===== config.mk =====
export PLATFORM = sky130hd
export DESIGN_NAME = capc_top
export DESIGN_NICKNAME = d
export VERILOG_FILES = /design/src/capc_pkg.sv /design/src/capc_channel.sv /design/src/capc_top.sv
export SDC_FILE = /design/constraint.sdc
export NUM_CORES = 1
export LEC_CHECK = 0
export ABC_AREA = 1
export ABC_CLOCK_PERIOD_IN_PS = 2400
export BUFFER_PORTS_ARGS = -buffer_cell sky130_fd_sc_hd__buf_2
export CAP_MARGIN = 30
export CORE_MARGIN = 1
export CORE_UTILIZATION = 43
export CTS_CLUSTER_DIAMETER = 150
export DETAILED_ROUTE_END_ITERATION = 6
export GPL_ROUTABILITY_DRIVEN = 0
export PLACE_DENSITY_LB_ADDON = 0.2
export SLEW_MARGIN = 30
export SYNTH_ARGS = -nofsm -noshare
export SYNTH_HDL_FRONTEND = slang
export SYNTH_SLANG_ARGS = --single-unit

===== constraint.sdc =====
create_clock -name clk -period 2.4 [get_ports clk]
set_input_delay 0.12 -clock clk [delete_from_list [all_inputs] [get_ports clk]]
set_output_delay 0.12 -clock clk [all_outputs]
set_load 0.05 [all_outputs]

===== src/capc_pkg.sv =====
// Constants for the counter array 16-bit PWM control block
package capc_pkg;
    // ========================================================
    // Register addresses and pages
    localparam logic [7:0] ADDR_CTRL     = 8'hD8;
    localparam logic [7:0] ADDR_MODE     = 8'hED;
    localparam logic [7:0] ADDR_CPM_BASE = 8'hDA;
    localparam logic [7:0] ADDR_CPL_BASE = 8'hF1;
    localparam logic [7:0] ADDR_CPH_BASE = 8'hF2;
    localparam logic [7:0] ADDR_CP_STEP  = 8'h02;
    localparam logic [3:0] PAGE_F        = 4'hF;
    // ========================================================
    // Field positions and masks
    localparam int         CTRL_OVF    = 7;
    localparam int         CTRL_RUN    = 6;
    localparam logic [7:0] CTRL_MASK   = 8'hC7;
    localparam int         MODE_IDLE   = 7;
    localparam int         MODE_TB     = 1;
    localparam int         MODE_OVF_IE = 0;
    localparam logic [7:0] MODE_MASK = 8'h8F;
    localparam int         CPM_WIDE  = 7;
    localparam int         CPM_ECOM  = 6;
    localparam int         CPM_MAT   = 3;
    localparam int         CPM_PWM   = 1;
    localparam int         CPM_ECCF  = 0;
    localparam logic [7:0] RESET_VAL = 8'h00;
    // ========================================================
    // Timebase codes and dividers
    localparam logic [2:0] TB_DIV12  = 3'h0;
    localparam logic [2:0] TB_DIV4   = 3'h1;
    localparam logic [2:0] TB_TIMER0 = 3'h2;
    localparam logic [2:0] TB_EXTIN  = 3'h3;
    localparam logic [2:0] TB_SYSCLK = 3'h4;
    localparam logic [2:0] TB_EXTOSC = 3'h5;
    localparam logic [3:0] DIV12_LAST = 4'hB;
    localparam logic [1:0] DIV4_ZERO  = 2'h0;
    localparam logic [2:0] DIV8_LAST  = 3'h7;
    localparam logic [15:0] CNT_MAX   = 16'hFFFF;
    localparam logic [15:0] CNT_ONE   = 16'h0001;
endpackage


===== src/capc_channel.sv =====
// One capture/compare module in 16-bit PWM mode
`timescale 1ns/1ns
`default_nettype none
module capc_channel
    import capc_pkg::*;
(
    // Clock and reset
    input  wire logic        clk,
    input  wire logic        rst,
    // Counter view
    input  wire logic [15:0] count,
    input  wire logic        advanced,
    input  wire logic        wrapped,
    // Module setup
    input  wire logic [15:0] compare_value,
    input  wire logic [7:0]  mode,
    // Results
    output logic             pin_r,
    output logic             match
);
    logic wide_sel;
    logic pin_nxt;

    // Shared cycle length is not an input here at all
    assign wide_sel = mode[CPM_ECOM] & mode[CPM_PWM]
                    & mode[CPM_WIDE];
    assign match    = advanced & mode[CPM_ECOM]
                    & (count == compare_value);

    // Match beats wrap so a zero compare stays high
    always_comb begin
        pin_nxt = pin_r;
        if (!wide_sel) begin
            pin_nxt = 1'b0;
        end else if (match) begin
            pin_nxt = 1'b1;
        end else if (wrapped) begin
            pin_nxt = 1'b0;
        end
    end

    always_ff @(posedge clk) begin
        if (rst) begin
            pin_r <= 1'b0;
        end else begin
            pin_r <= pin_nxt;
        end
    end
endmodule
`default_nettype wire


===== src/capc_top.sv =====
// Counter array control with 16-bit PWM modules on the register port
`timescale 1ns/1ns
`default_nettype none
module capc_top
    import capc_pkg::*;
#(
    parameter int NUM_MODULES = 3
)(
    // Clock and reset
    input  wire logic                   clk,
    input  wire logic                   rst,
    // Special function register port
    input  wire logic [7:0]             sfr_addr,
    input  wire logic [3:0]             sfr_page,
    input  wire logic                   sfr_wr_en,
    input  wire logic [7:0]             sfr_wdata,
    output logic      [7:0]             sfr_rdata_r,
    // Bit-addressed access to the control register
    input  wire logic                   bit_wr_en,
    input  wire logic [2:0]             bit_index,
    input  wire logic                   bit_value,
    // System context
    input  wire logic                   cpu_idle,
    input  wire logic                   timer0_overflow,
    input  wire logic                   external_count_input,
    input  wire logic                   external_osc_clk,
    // Outputs
    output logic [NUM_MODULES-1:0]      module_output_pin,
    output logic                        irq_r
);
    // ========================================================
    // Elaboration check
    if (NUM_MODULES < 1 || NUM_MODULES > 3) begin : g_bad_count
        $error("NUM_MODULES must be 1 to 3");
    end

    // ========================================================
    // Decoding helpers
    function automatic logic mod_hit(input logic [7:0] addr,
                                     input logic [7:0] base,
                                     input int         idx);
        logic [7:0] offs;
        offs    = 8'(idx) * ADDR_CP_STEP;
        mod_hit = (addr == 8'(base + offs));
    endfunction

    function automatic logic cpm_hit(input logic [7:0] addr,
                                     input int         idx);
        cpm_hit = (addr == 8'(ADDR_CPM_BASE + 8'(idx)));
    endfunction

    // ========================================================
    // Register state
    logic        ovf_r;
    logic        run_r;
    logic [NUM_MODULES-1:0] ccf_r;
    logic [7:0]  mode_r;
    logic [7:0]  cpm_r [NUM_MODULES];
    logic [15:0] cmp_r [NUM_MODULES];
    logic [15:0] count_r;
    logic        adv_r;
    logic        wrap_r;
    logic [NUM_MODULES-1:0] match;
    logic [7:0]  ctrl_view;

    logic page_f;
    logic wr_ctrl;
    logic wr_mode;
    assign page_f  = (sfr_page == PAGE_F);
    assign wr_ctrl = sfr_wr_en & (sfr_addr == ADDR_CTRL);
    assign wr_mode = sfr_wr_en & page_f & (sfr_addr == ADDR_MODE);

    // ========================================================
    // Timebase sources
    logic [3:0] div12_r;
    logic       ext_s1_r;
    logic       ext_s2_r;
    logic       ext_s3_r;
    logic       osc_s1_r;
    logic       osc_s2_r;
    logic       osc_s3_r;
    logic [2:0] osc_div_r;
    logic       osc_tick;
    logic       ext_fall;
    logic       tick;
    logic       run_en;
    logic [2:0] tb_sel;

    assign tb_sel = mode_r[MODE_TB +: 3];

    always_ff @(posedge clk) begin
        if (rst) begin
            div12_r <= 4'h0;
        end else if (div12_r == DIV12_LAST) begin
            div12_r <= 4'h0;
        end else begin
            div12_r <= div12_r + 4'h1;
        end
    end

    // Two flops before any edge logic looks at the pins
    always_ff @(posedge clk) begin
        if (rst) begin
            ext_s1_r <= 1'b0;
            ext_s2_r <= 1'b0;
            ext_s3_r <= 1'b0;
            osc_s1_r <= 1'b0;
            osc_s2_r <= 1'b0;
            osc_s3_r <= 1'b0;
        end else begin
            ext_s1_r <= external_count_input;
            ext_s2_r <= ext_s1_r;
            ext_s3_r <= ext_s2_r;
            osc_s1_r <= external_osc_clk;
            osc_s2_r <= osc_s1_r;
            osc_s3_r <= osc_s2_r;
        end
    end

    // Sampling needs the input at most a quarter of clk
    assign ext_fall = ext_s3_r & ~ext_s2_r;

    // Oscillator below half of clk divided by eight
    always_ff @(posedge clk) begin
        if (rst) begin
            osc_div_r <= 3'h0;
        end else if (osc_s2_r & ~osc_s3_r) begin
            osc_div_r <= osc_div_r + 3'h1;
        end
    end
    assign osc_tick = osc_s2_r & ~osc_s3_r
                    & (osc_div_r == DIV8_LAST);

    // Reserved codes give no tick
    always_comb begin
        tick = 1'b0;
        case (tb_sel)
            TB_DIV12:  tick = (div12_r == 4'h0);
            TB_DIV4:   tick = (div12_r[1:0] == DIV4_ZERO);
            TB_TIMER0: tick = timer0_overflow;
            TB_EXTIN:  tick = ext_fall;
            TB_SYSCLK: tick = 1'b1;
            TB_EXTOSC: tick = osc_tick;
            default:   tick = 1'b0;
        endcase
    end

    assign run_en = run_r
                  & ~(mode_r[MODE_IDLE] & cpu_idle);

    // ========================================================
    // Counter
    always_ff @(posedge clk) begin
        if (rst) begin
            count_r <= 16'h0000;
            adv_r   <= 1'b0;
            wrap_r  <= 1'b0;
        end else begin
            adv_r  <= tick & run_en;
            wrap_r <= tick & run_en & (count_r == CNT_MAX);
            if (tick & run_en) begin
                count_r <= count_r + CNT_ONE;
            end
        end
    end

    // ========================================================
    // Control register: hardware set wins over software clear
    always_ff @(posedge clk) begin
        if (rst) begin
            ovf_r <= 1'b0;
            run_r <= 1'b0;
        end else begin
            if (wr_ctrl) begin
                ovf_r <= sfr_wdata[CTRL_OVF];
                run_r <= sfr_wdata[CTRL_RUN];
            end else if (bit_wr_en) begin
                if (bit_index == 3'(CTRL_OVF)) begin
                    ovf_r <= bit_value;
                end
                if (bit_index == 3'(CTRL_RUN)) begin
                    run_r <= bit_value;
                end
            end
            if (tick & run_en & (count_r == CNT_MAX)) begin
                ovf_r <= 1'b1;
            end
        end
    end

    // Module event flags, same priority as the overflow flag
    always_ff @(posedge clk) begin
        if (rst) begin
            ccf_r <= '0;
        end else begin
            for (int n = 0; n < NUM_MODULES; n++) begin
                if (wr_ctrl) begin
                    ccf_r[n] <= sfr_wdata[n];
                end else if (bit_wr_en && bit_index == 3'(n)) begin
                    ccf_r[n] <= bit_value;
                end
                if (match[n] & cpm_r[n][CPM_MAT]) begin
                    ccf_r[n] <= 1'b1;
                end
            end
        end
    end

    // ========================================================
    // Mode register: unused bits never stored
    always_ff @(posedge clk) begin
        if (rst) begin
            mode_r <= RESET_VAL;
        end else if (wr_mode) begin
            mode_r <= sfr_wdata & MODE_MASK;
        end
    end

    // ========================================================
    // Module mode and compare registers
    always_ff @(posedge clk) begin
        if (rst) begin
            for (int n = 0; n < NUM_MODULES; n++) begin
                cpm_r[n] <= RESET_VAL;
                cmp_r[n] <= 16'h0000;
            end
        end else if (sfr_wr_en & page_f) begin
            for (int n = 0; n < NUM_MODULES; n++) begin
                if (cpm_hit(sfr_addr, n)) begin
                    cpm_r[n] <= sfr_wdata;
                end
                // Low then high leaves compare enabled
                if (mod_hit(sfr_addr, ADDR_CPL_BASE, n)) begin
                    cmp_r[n][7:0]      <= sfr_wdata;
                    cpm_r[n][CPM_ECOM] <= 1'b0;
                end
                if (mod_hit(sfr_addr, ADDR_CPH_BASE, n)) begin
                    cmp_r[n][15:8]     <= sfr_wdata;
                    cpm_r[n][CPM_ECOM] <= 1'b1;
                end
            end
        end
    end

    // ========================================================
    // PWM modules
    for (genvar g = 0; g < NUM_MODULES; g++) begin : g_mod
        capc_channel u_chan (
            .clk           (clk),
            .rst           (rst),
            .count         (count_r),
            .advanced      (adv_r),
            .wrapped       (wrap_r),
            .compare_value (cmp_r[g]),
            .mode          (cpm_r[g]),
            .pin_r         (module_output_pin[g]),
            .match         (match[g])
        );
    end

    // ========================================================
    // Interrupt request, shared by overflow and module flags
    logic irq_nxt;
    always_comb begin
        irq_nxt = ovf_r & mode_r[MODE_OVF_IE];
        for (int n = 0; n < NUM_MODULES; n++) begin
            // Software paces duty updates on this
            irq_nxt = irq_nxt | (ccf_r[n] & cpm_r[n][CPM_ECCF]);
        end
    end

    always_ff @(posedge clk) begin
        if (rst) begin
            irq_r <= 1'b0;
        end else begin
            irq_r <= irq_nxt;
        end
    end

    // ========================================================
    // Read port, registered one cycle after the address
    always_comb begin
        ctrl_view = RESET_VAL;
        ctrl_view[CTRL_OVF] = ovf_r;
        ctrl_view[CTRL_RUN] = run_r;
        for (int n = 0; n < NUM_MODULES; n++) begin
            ctrl_view[n] = ccf_r[n];
        end
    end

    logic [7:0] rd_nxt;
    always_comb begin
        rd_nxt = RESET_VAL;
        if (sfr_addr == ADDR_CTRL) begin
            rd_nxt = ctrl_view & CTRL_MASK;
        end else if (page_f) begin
            if (sfr_addr == ADDR_MODE) begin
                rd_nxt = mode_r & MODE_MASK;
            end
            for (int n = 0; n < NUM_MODULES; n++) begin
                if (cpm_hit(sfr_addr, n)) begin
                    rd_nxt = cpm_r[n];
                end
                if (mod_hit(sfr_addr, ADDR_CPL_BASE, n)) begin
                    rd_nxt = cmp_r[n][7:0];
                end
                if (mod_hit(sfr_addr, ADDR_CPH_BASE, n)) begin
                    rd_nxt = cmp_r[n][15:8];
                end
            end
        end
    end

    always_ff @(posedge clk) begin
        if (rst) begin
            sfr_rdata_r <= RESET_VAL;
        end else begin
            sfr_rdata_r <= rd_nxt;
        end
    end
endmodule
`default_nettype wire


* Yosys cells after proc, flatten, opt, wreduce, memory -nomap -nowiden
Memory sizes are Yosys's and may differ from the RTL's. Index checks and enable logic that the tools add are counted.
Cells by class: add/sub/neg operators 3, equal/unequal tests 27, reductions and logical operators 24, multiplexer cells 86, bitwise gates (word level) 54
Operators with widths (count):
- $mux W8 | 21
- $eq A8 B8 Y1 const B | 11
- $mux W1 | 64
- $eq A16 B16 Y1 | 3
- $and A1 B1 Y1 | 29
- $or A1 B1 Y1 | 18
- $add A16 B1 Y16 const B | 1
- $eq A16 B16 Y1 const B | 1
- $eq A3 B3 Y1 const B | 5
- $reduce_bool A3 Y1 | 5
- $reduce_bool A2 Y1 | 5
- $eq A3 B2 Y1 const B | 3
- $eq A4 B4 Y1 const B | 2
- $reduce_or A2 Y1 | 4
- $not A1 Y1 | 7
- $eq A3 B1 Y1 const B | 2
- $logic_not A3 Y1 | 2
- $pmux W1 S6 | 1
- $add A4 B1 Y4 const B | 1
- $logic_not A4 Y1 | 1
- $reduce_and A2 Y1 | 2
- $add A3 B1 Y3 const B | 1
- $logic_and A1 B1 Y1 | 3
- $reduce_or A3 Y1 | 1
- $logic_not A2 Y1 | 1
Storage, ports and cells: bits of input ports 32, memories 2, output and inout port bits 12, bits in writable memories 72, register bits 53
Memories:
- cmp_r | depth 3, bits a word 16, read ports 3, clocked after Yosys merged registers in 0, write ports 3, line capc_top.sv:59 | logic [15:0] cmp_r [NUM_MODULES];
- cpm_r | depth 3, bits a word 8, read ports 3, clocked after Yosys merged registers in 0, write ports 3, line capc_top.sv:58 | logic [7:0] cpm_r [NUM_MODULES];

* Longest topological paths before layout
depth after elaboration 13, gate-level depth with buffers 14, gate-level depth less buffers 13

* Hierarchy
A second synthesis with hierarchy kept.
Second synthesis, totals: cell total of the unflattened synthesis 946, area, all modules 6980.4 um^2
Modules (own cells, without submodules):
- capc_top | sequential area each 3163.0 um^2, cells each 640, area each 5535.3 um^2, times used 1
- capc_channel | sequential area each 20.0 um^2, cells each 102, area each 481.7 um^2, times used 3

* Worst setup path after synthesis
OpenSTA, ideal clock, no wires.
kind in2reg, from input port sfr_addr[6], to memory cpm_r[0][6], enable pin, cell stages on the path 6, slack 685 ps, setup time 291 ps, arrival time 1424 ps, cells stage by stage nand2_2 -> nor2_1 -> buf_4 -> nand2_1 -> o21ai_0 -> or2_2
RTL lines:
- from (decl) | line capc_top.sv:13 | input wire logic [7:0] sfr_addr,
- to (decl) | line capc_top.sv:58

* Worst setup path in the final report
from register count_r[10], to register ccf_r[1]
On the way: longest elaborated chain between the ends 4, elaborated cells between the ends (all ways) 5, classes of those cells 1 x eq/ne; 1 x mux; 2 x bitwise; 1 x reduce/logical
Ends and longest elaborated chain:
- from (decl) | line capc_top.sv:60 | logic [15:0] count_r;
- from (signal assigned) | line capc_top.sv:162 | count_r <= count_r + CNT_ONE;
- $eq A16 B16 Y1 * | line capc_channel.sv:28 | & (count == compare_value);
- $and A1 B1 Y1 * | line capc_channel.sv:28
- $and A1 B1 Y1 * | line capc_top.sv:202 | if (match[n] & cpm_r[n][CPM_MAT]) begin
- $reduce_bool A3 Y1 (no source line) or $mux W1 (tied branches)
- to (signal, indexed assignment) | line capc_top.sv:198 | ccf_r[n] <= sfr_wdata[n];
- to (signal, indexed assignment) | line capc_top.sv:200 | ccf_r[n] <= bit_value;
- to (decl) | line capc_top.sv:56 | logic [NUM_MODULES-1:0] ccf_r;
Mark *: on every way between the ends. The rest lies on a longest branch, timed or not. A chain may end at the register's enable or synchronous reset.

==> metrics.md <==
| Metric | Value |
|---|---|
| Status | finished with violations |
| Failing checks | design-rule violations |
| Highest clock rate | 515 MHz |
| Clock Latency Late Sink | 0.42 ns |
| Comb pwr share | under 10% |
| Crit path depth | 8 |
| Maximum fanout along the worst path | 7 |
| Worst hold-check path type | input pin to register |
| Met2 wire len | 8280 microns |
| Final setup TNS | 0 ns |
| Worst R2R Setup Slack | roughly 0.46 ns |
| Placed insts | between 1000 and 1500 |
| CP dominant cell by count | inv_1 |
| Filler cells | 1402 |
| Initial DRC count | 980 |
| Max-Cap Viols | 0 |
| WL/cell | around 19 microns |
| Root Buffer | clkbuf_16 |
| Area taken by multi-input logic gates | 0.00265 sq mm |
| Top Family by Delay on Critical Path | simple AND/OR/NAND/NOR gates |
| Peak supply drop | 588 uV |
| Power per cell area | 696 mW/mm^2 |
| Switching share of total power | a little under a quarter |
| Synthesized area | 0.00649 sq mm |
| GRT overflow | 0 |
| Synth Flop Type | edfxtp_1 |
| Largest net degree at the start of global routing | 33 |
| Iteration count of the initial detailed-routing pass | 7 |
| WS Path Type | register to register |
| Slew @ Worst Pin | 0.652 ns |
| Pins Over Slew Limit | 0 |
| Hpwl dp | 15200 microns |
| Maximum clock path buffer count | 2 |
| Final Non-Filler Cells | 1063 |
| Synthesis-stage register bit count | 125 |
| Die X | 125 microns |
| Final hold viol count | 0 |
| I/O Pins | 44 |
| Yosys warnings | 0 |
| CTS tree | yes |
| Die H | 125 microns |
| Period minus WS final | roughly 2 ns |
| CP endpoint kind | register |
| Post-synth ARST share | 0% |
| Tcrit/Tclk final | about 80% |
| Routed length on met3 | 1830 microns |
| Clk_skew | around 0.0073 ns |
| Sw Pwr | 1.18 mW |
| Rows | 44 |
| Via count | just under 6000 |
| Initial Utilization | 44.3% |
| Die area | between 0.015 and 0.02 sq mm |
| Finish-stage setup viols | 0 |
| Relative slew slack | 56.1% |
| H-Tree Depth | 4 |
| Total clock sinks | about 130 |
| Worst Reg-to-Reg Cells | 8 |
| RSZ-0062 raised after global routing | false |
| Register area | ~0.0032 sq mm |
| Resize count post-CTS | 0 |
| Vias in the first global route | 5404 |
| Area Overhead vs Synth | 15.9% |
| Drt total wl | 19700 microns |
| # nets final | 903 |
| Util after Layout | approximately half |
| Yosys cell types | 45 |
| Worst Setup SP | count_r[10]$_SDFFE_PP0P_ |
| EDFF count, synth | 72 |
| Arrival time worst endpoint | approximately 2.3 ns |
| DRC viols | 8 |
| N_diodes | 0 |
| Post-DRT Antenna Nets | 0 |
| Leakage | between 3 and 4 nW |
| Met1 Wirelength | 8820 microns |
| Vias per cell | around 5.4 |
| Top Metal Used | met4 |
| CTS Buf Count | 17 |
| CP max-delay cell | nor4_1 |
| Worst path cell trace | inv_1 > nor2_1 > nand3b_1 > nor4_1 > nand4_1 > nand2_1 > o21ai_1 > inv_1 |
| Worst Path Required | 2.77 ns |
| Critical path's largest stage delay | between 0.5 and 0.6 ns |
| Register share of total power | 46.2% |
| Global-route wire length before repair | 30700 microns |
| Clock-pin slew on the worst setup and hold paths | 0.06 ns |
| Worst R2R Start | count_r[10]$_SDFFE_PP0P_ |
| IO Port Bufs | 43 |
| Total power | approximately 5.2 mW |
| Core footprint | between 0.01 and 0.015 sq mm |
| Reg-to-Reg End | ccf_r[1]$_SDFFE_PP0P_ |
| Initial antenna violation count | 0 |
| CP Buf/Inv Count | 2 |
| Pint | between 4 and 5 mW |
| Seq/Total Area, Yosys | 49.7% |
| Synth Net Count | about 850 |
| CP Launch Type | register |
| CP endpoint | ccf_r[1]$_SDFFE_PP0P_ |
| Layout cells sized above 1 | 13.5% |
| Syn Inst Count | 810 |
| Clock share of power | 48.6% |
| Global Route Usage Sum | between 20% and 30% |
| Syn Area/Cell | 8.01 sq um |
==> routing by layer <==
metal	track usage, %	up-vias
met4	12.1	0
met1	37.2	2657
li1	-	2770
met5	0	-
met2	39.4	307
met3	6.27	58
==> state kept, by name, indices dropped and copies added, names as in the netlist, 3 cells and up <==
signal,flops
cmp_r,48
cpm_r,24
count_r,16
sfr_rdata_r,8
mode_r,5
div12_r,4
ccf_r,3
g_mod.u_chan.pin_r,3
osc_div_r,3
==> what timing repair did <==
action	CTS	global route
setup buffers	0	0
endpoints found under the hold margin	2	0
hold buffers	2	0
==> worst min path at each step <==
stage	to	slack, ns	cells after the start	startpoint
after floorplan	ext_s1_r$_SDFF_PP0_	0.23	2	external_count_input
after global placement	osc_s1_r$_SDFF_PP0_	0.32	3	external_osc_clk
after detailed placement	ext_s1_r$_SDFF_PP0_	0.33	3	external_count_input
after CTS	cpm_r[1][4]$_DFFE_PP_	0.04	3	sfr_wdata[4]
after global routing	run_r$_SDFFE_PP0P_	0.05	3	sfr_wdata[6]
final	cpm_r[1][4]$_DFFE_PP_	0.05	3	sfr_wdata[4]
==> tightest hold or removal path: stages <==
cell and delay, ns:
buf_2 0.10, nand2_1 0.05, inv_1 0.07
==> metrics by stage <==
| stage | instance area, sq um | worst slack, ns | hold WS [ns] |
|---|---|---|---|
| after floorplan | 6490 | 0.685 | 0.227 |
| after global placement | 6920 | 0.550 | 0.319 |
| after detailed placement | 6920 | 0.522 | 0.327 |
| after CTS | 7530 | 0.470 | 0.0359 |
| after global routing | 7530 | 0.306 | 0.0483 |
| final | 7530 | 0.458 | 0.0470 |
==> layout by cell type, fill, tap and decap left out, drive strengths merged, types with 2 or more instances in the layout <==
| master | instances |
|---|---|
| nand2 | 182 |
| inv | 135 |
| nor2 | 98 |
| edfxtp | 72 |
| buf | 56 |
| dfxtp | 53 |
| o21ai | 50 |
| a21oi | 41 |
| nand3 | 39 |
| nand4 | 27 |
| nor3 | 20 |
| clkbuf | 20 |
| xor2 | 17 |
| o22ai | 10 |
| nor4 | 7 |
| clkinv | 7 |
| xnor2 | 5 |
| ha | 5 |
| or2 | 5 |
| nand3b | 4 |
| o2111ai | 3 |
| o21bai | 3 |
| o211ai | 3 |
| bufinv | 3 |
| clkinvlp | 3 |
| dlygate4sd3 | 2 |
| o31ai | 2 |
==> final cells by class <==
| cell class | count | share of cell area, % |
|---|---|---|
| sequential | 125 | 42.8 |
| multi-input combinational | 528 | 35.2 |
| inverter | 136 | 6.78 |
| clock buffer | 20 | 5.80 |
| timing repair buffer | 58 | 4.42 |
| tap | 184 | 3.06 |
| clock inverter | 12 | 1.93 |
==> Yosys cell counts, types with 2 or more instances <==
cell type / number / share of area [%]
xor2_1: 17 / 2.3
nand3_1: 39 / 3.0
clkinv_1: 2 / 0.12
o21ai_0: 43 / 3.3
inv_1: 122 / 7.1
nor2_2: 5 / 0.48
inv_2: 12 / 0.69
buf_4: 5 / 0.58
or2_2: 4 / 0.39
o21ai_1: 7 / 0.54
nand2_1: 177 / 10
o21bai_1: 3 / 0.35
xnor2_1: 5 / 0.67
nand3b_1: 3 / 0.35
o2111ai_1: 3 / 0.40
nand4_1: 25 / 2.4
nor4_1: 7 / 0.67
clkbuf_1: 6 / 0.35
nor3_1: 19 / 1.5
a21oi_1: 40 / 3.1
buf_2: 10 / 0.77
nor2_1: 91 / 5.3
nand2_2: 4 / 0.39
o22ai_1: 10 / 0.96
edfxtp_1: 72 / 33
nor2_4: 2 / 0.35
o211ai_1: 3 / 0.35
dfxtp_1: 53 / 16
ha_1: 5 / 0.96
==> power groups by stage <==
stage                     Clock, mW  Combinational, mW  Sequential [mW]
after floorplan                   0              0.162             2.42
final                          2.54              0.273             2.42
after CTS                      2.57              0.271             2.42
after global placement            0              0.266             2.46
after detailed placement          0              0.266             2.46
after global routing           2.66              0.303             2.42
==> logic make-up (layout without fill, tap and decap cells) <==
family	after synthesis	in the layout	synth area share, %
AOI/OAI and AO/OA	118	118	10.3
buffers and inverters	157	226	9.56
DFF	125	125	49.7
adders and majority gates	5	5	0.964
xor gates and xnor gates	22	22	2.97
and+or+nand+nor	383	383	26.5
(Power assumes the default switching activity.)
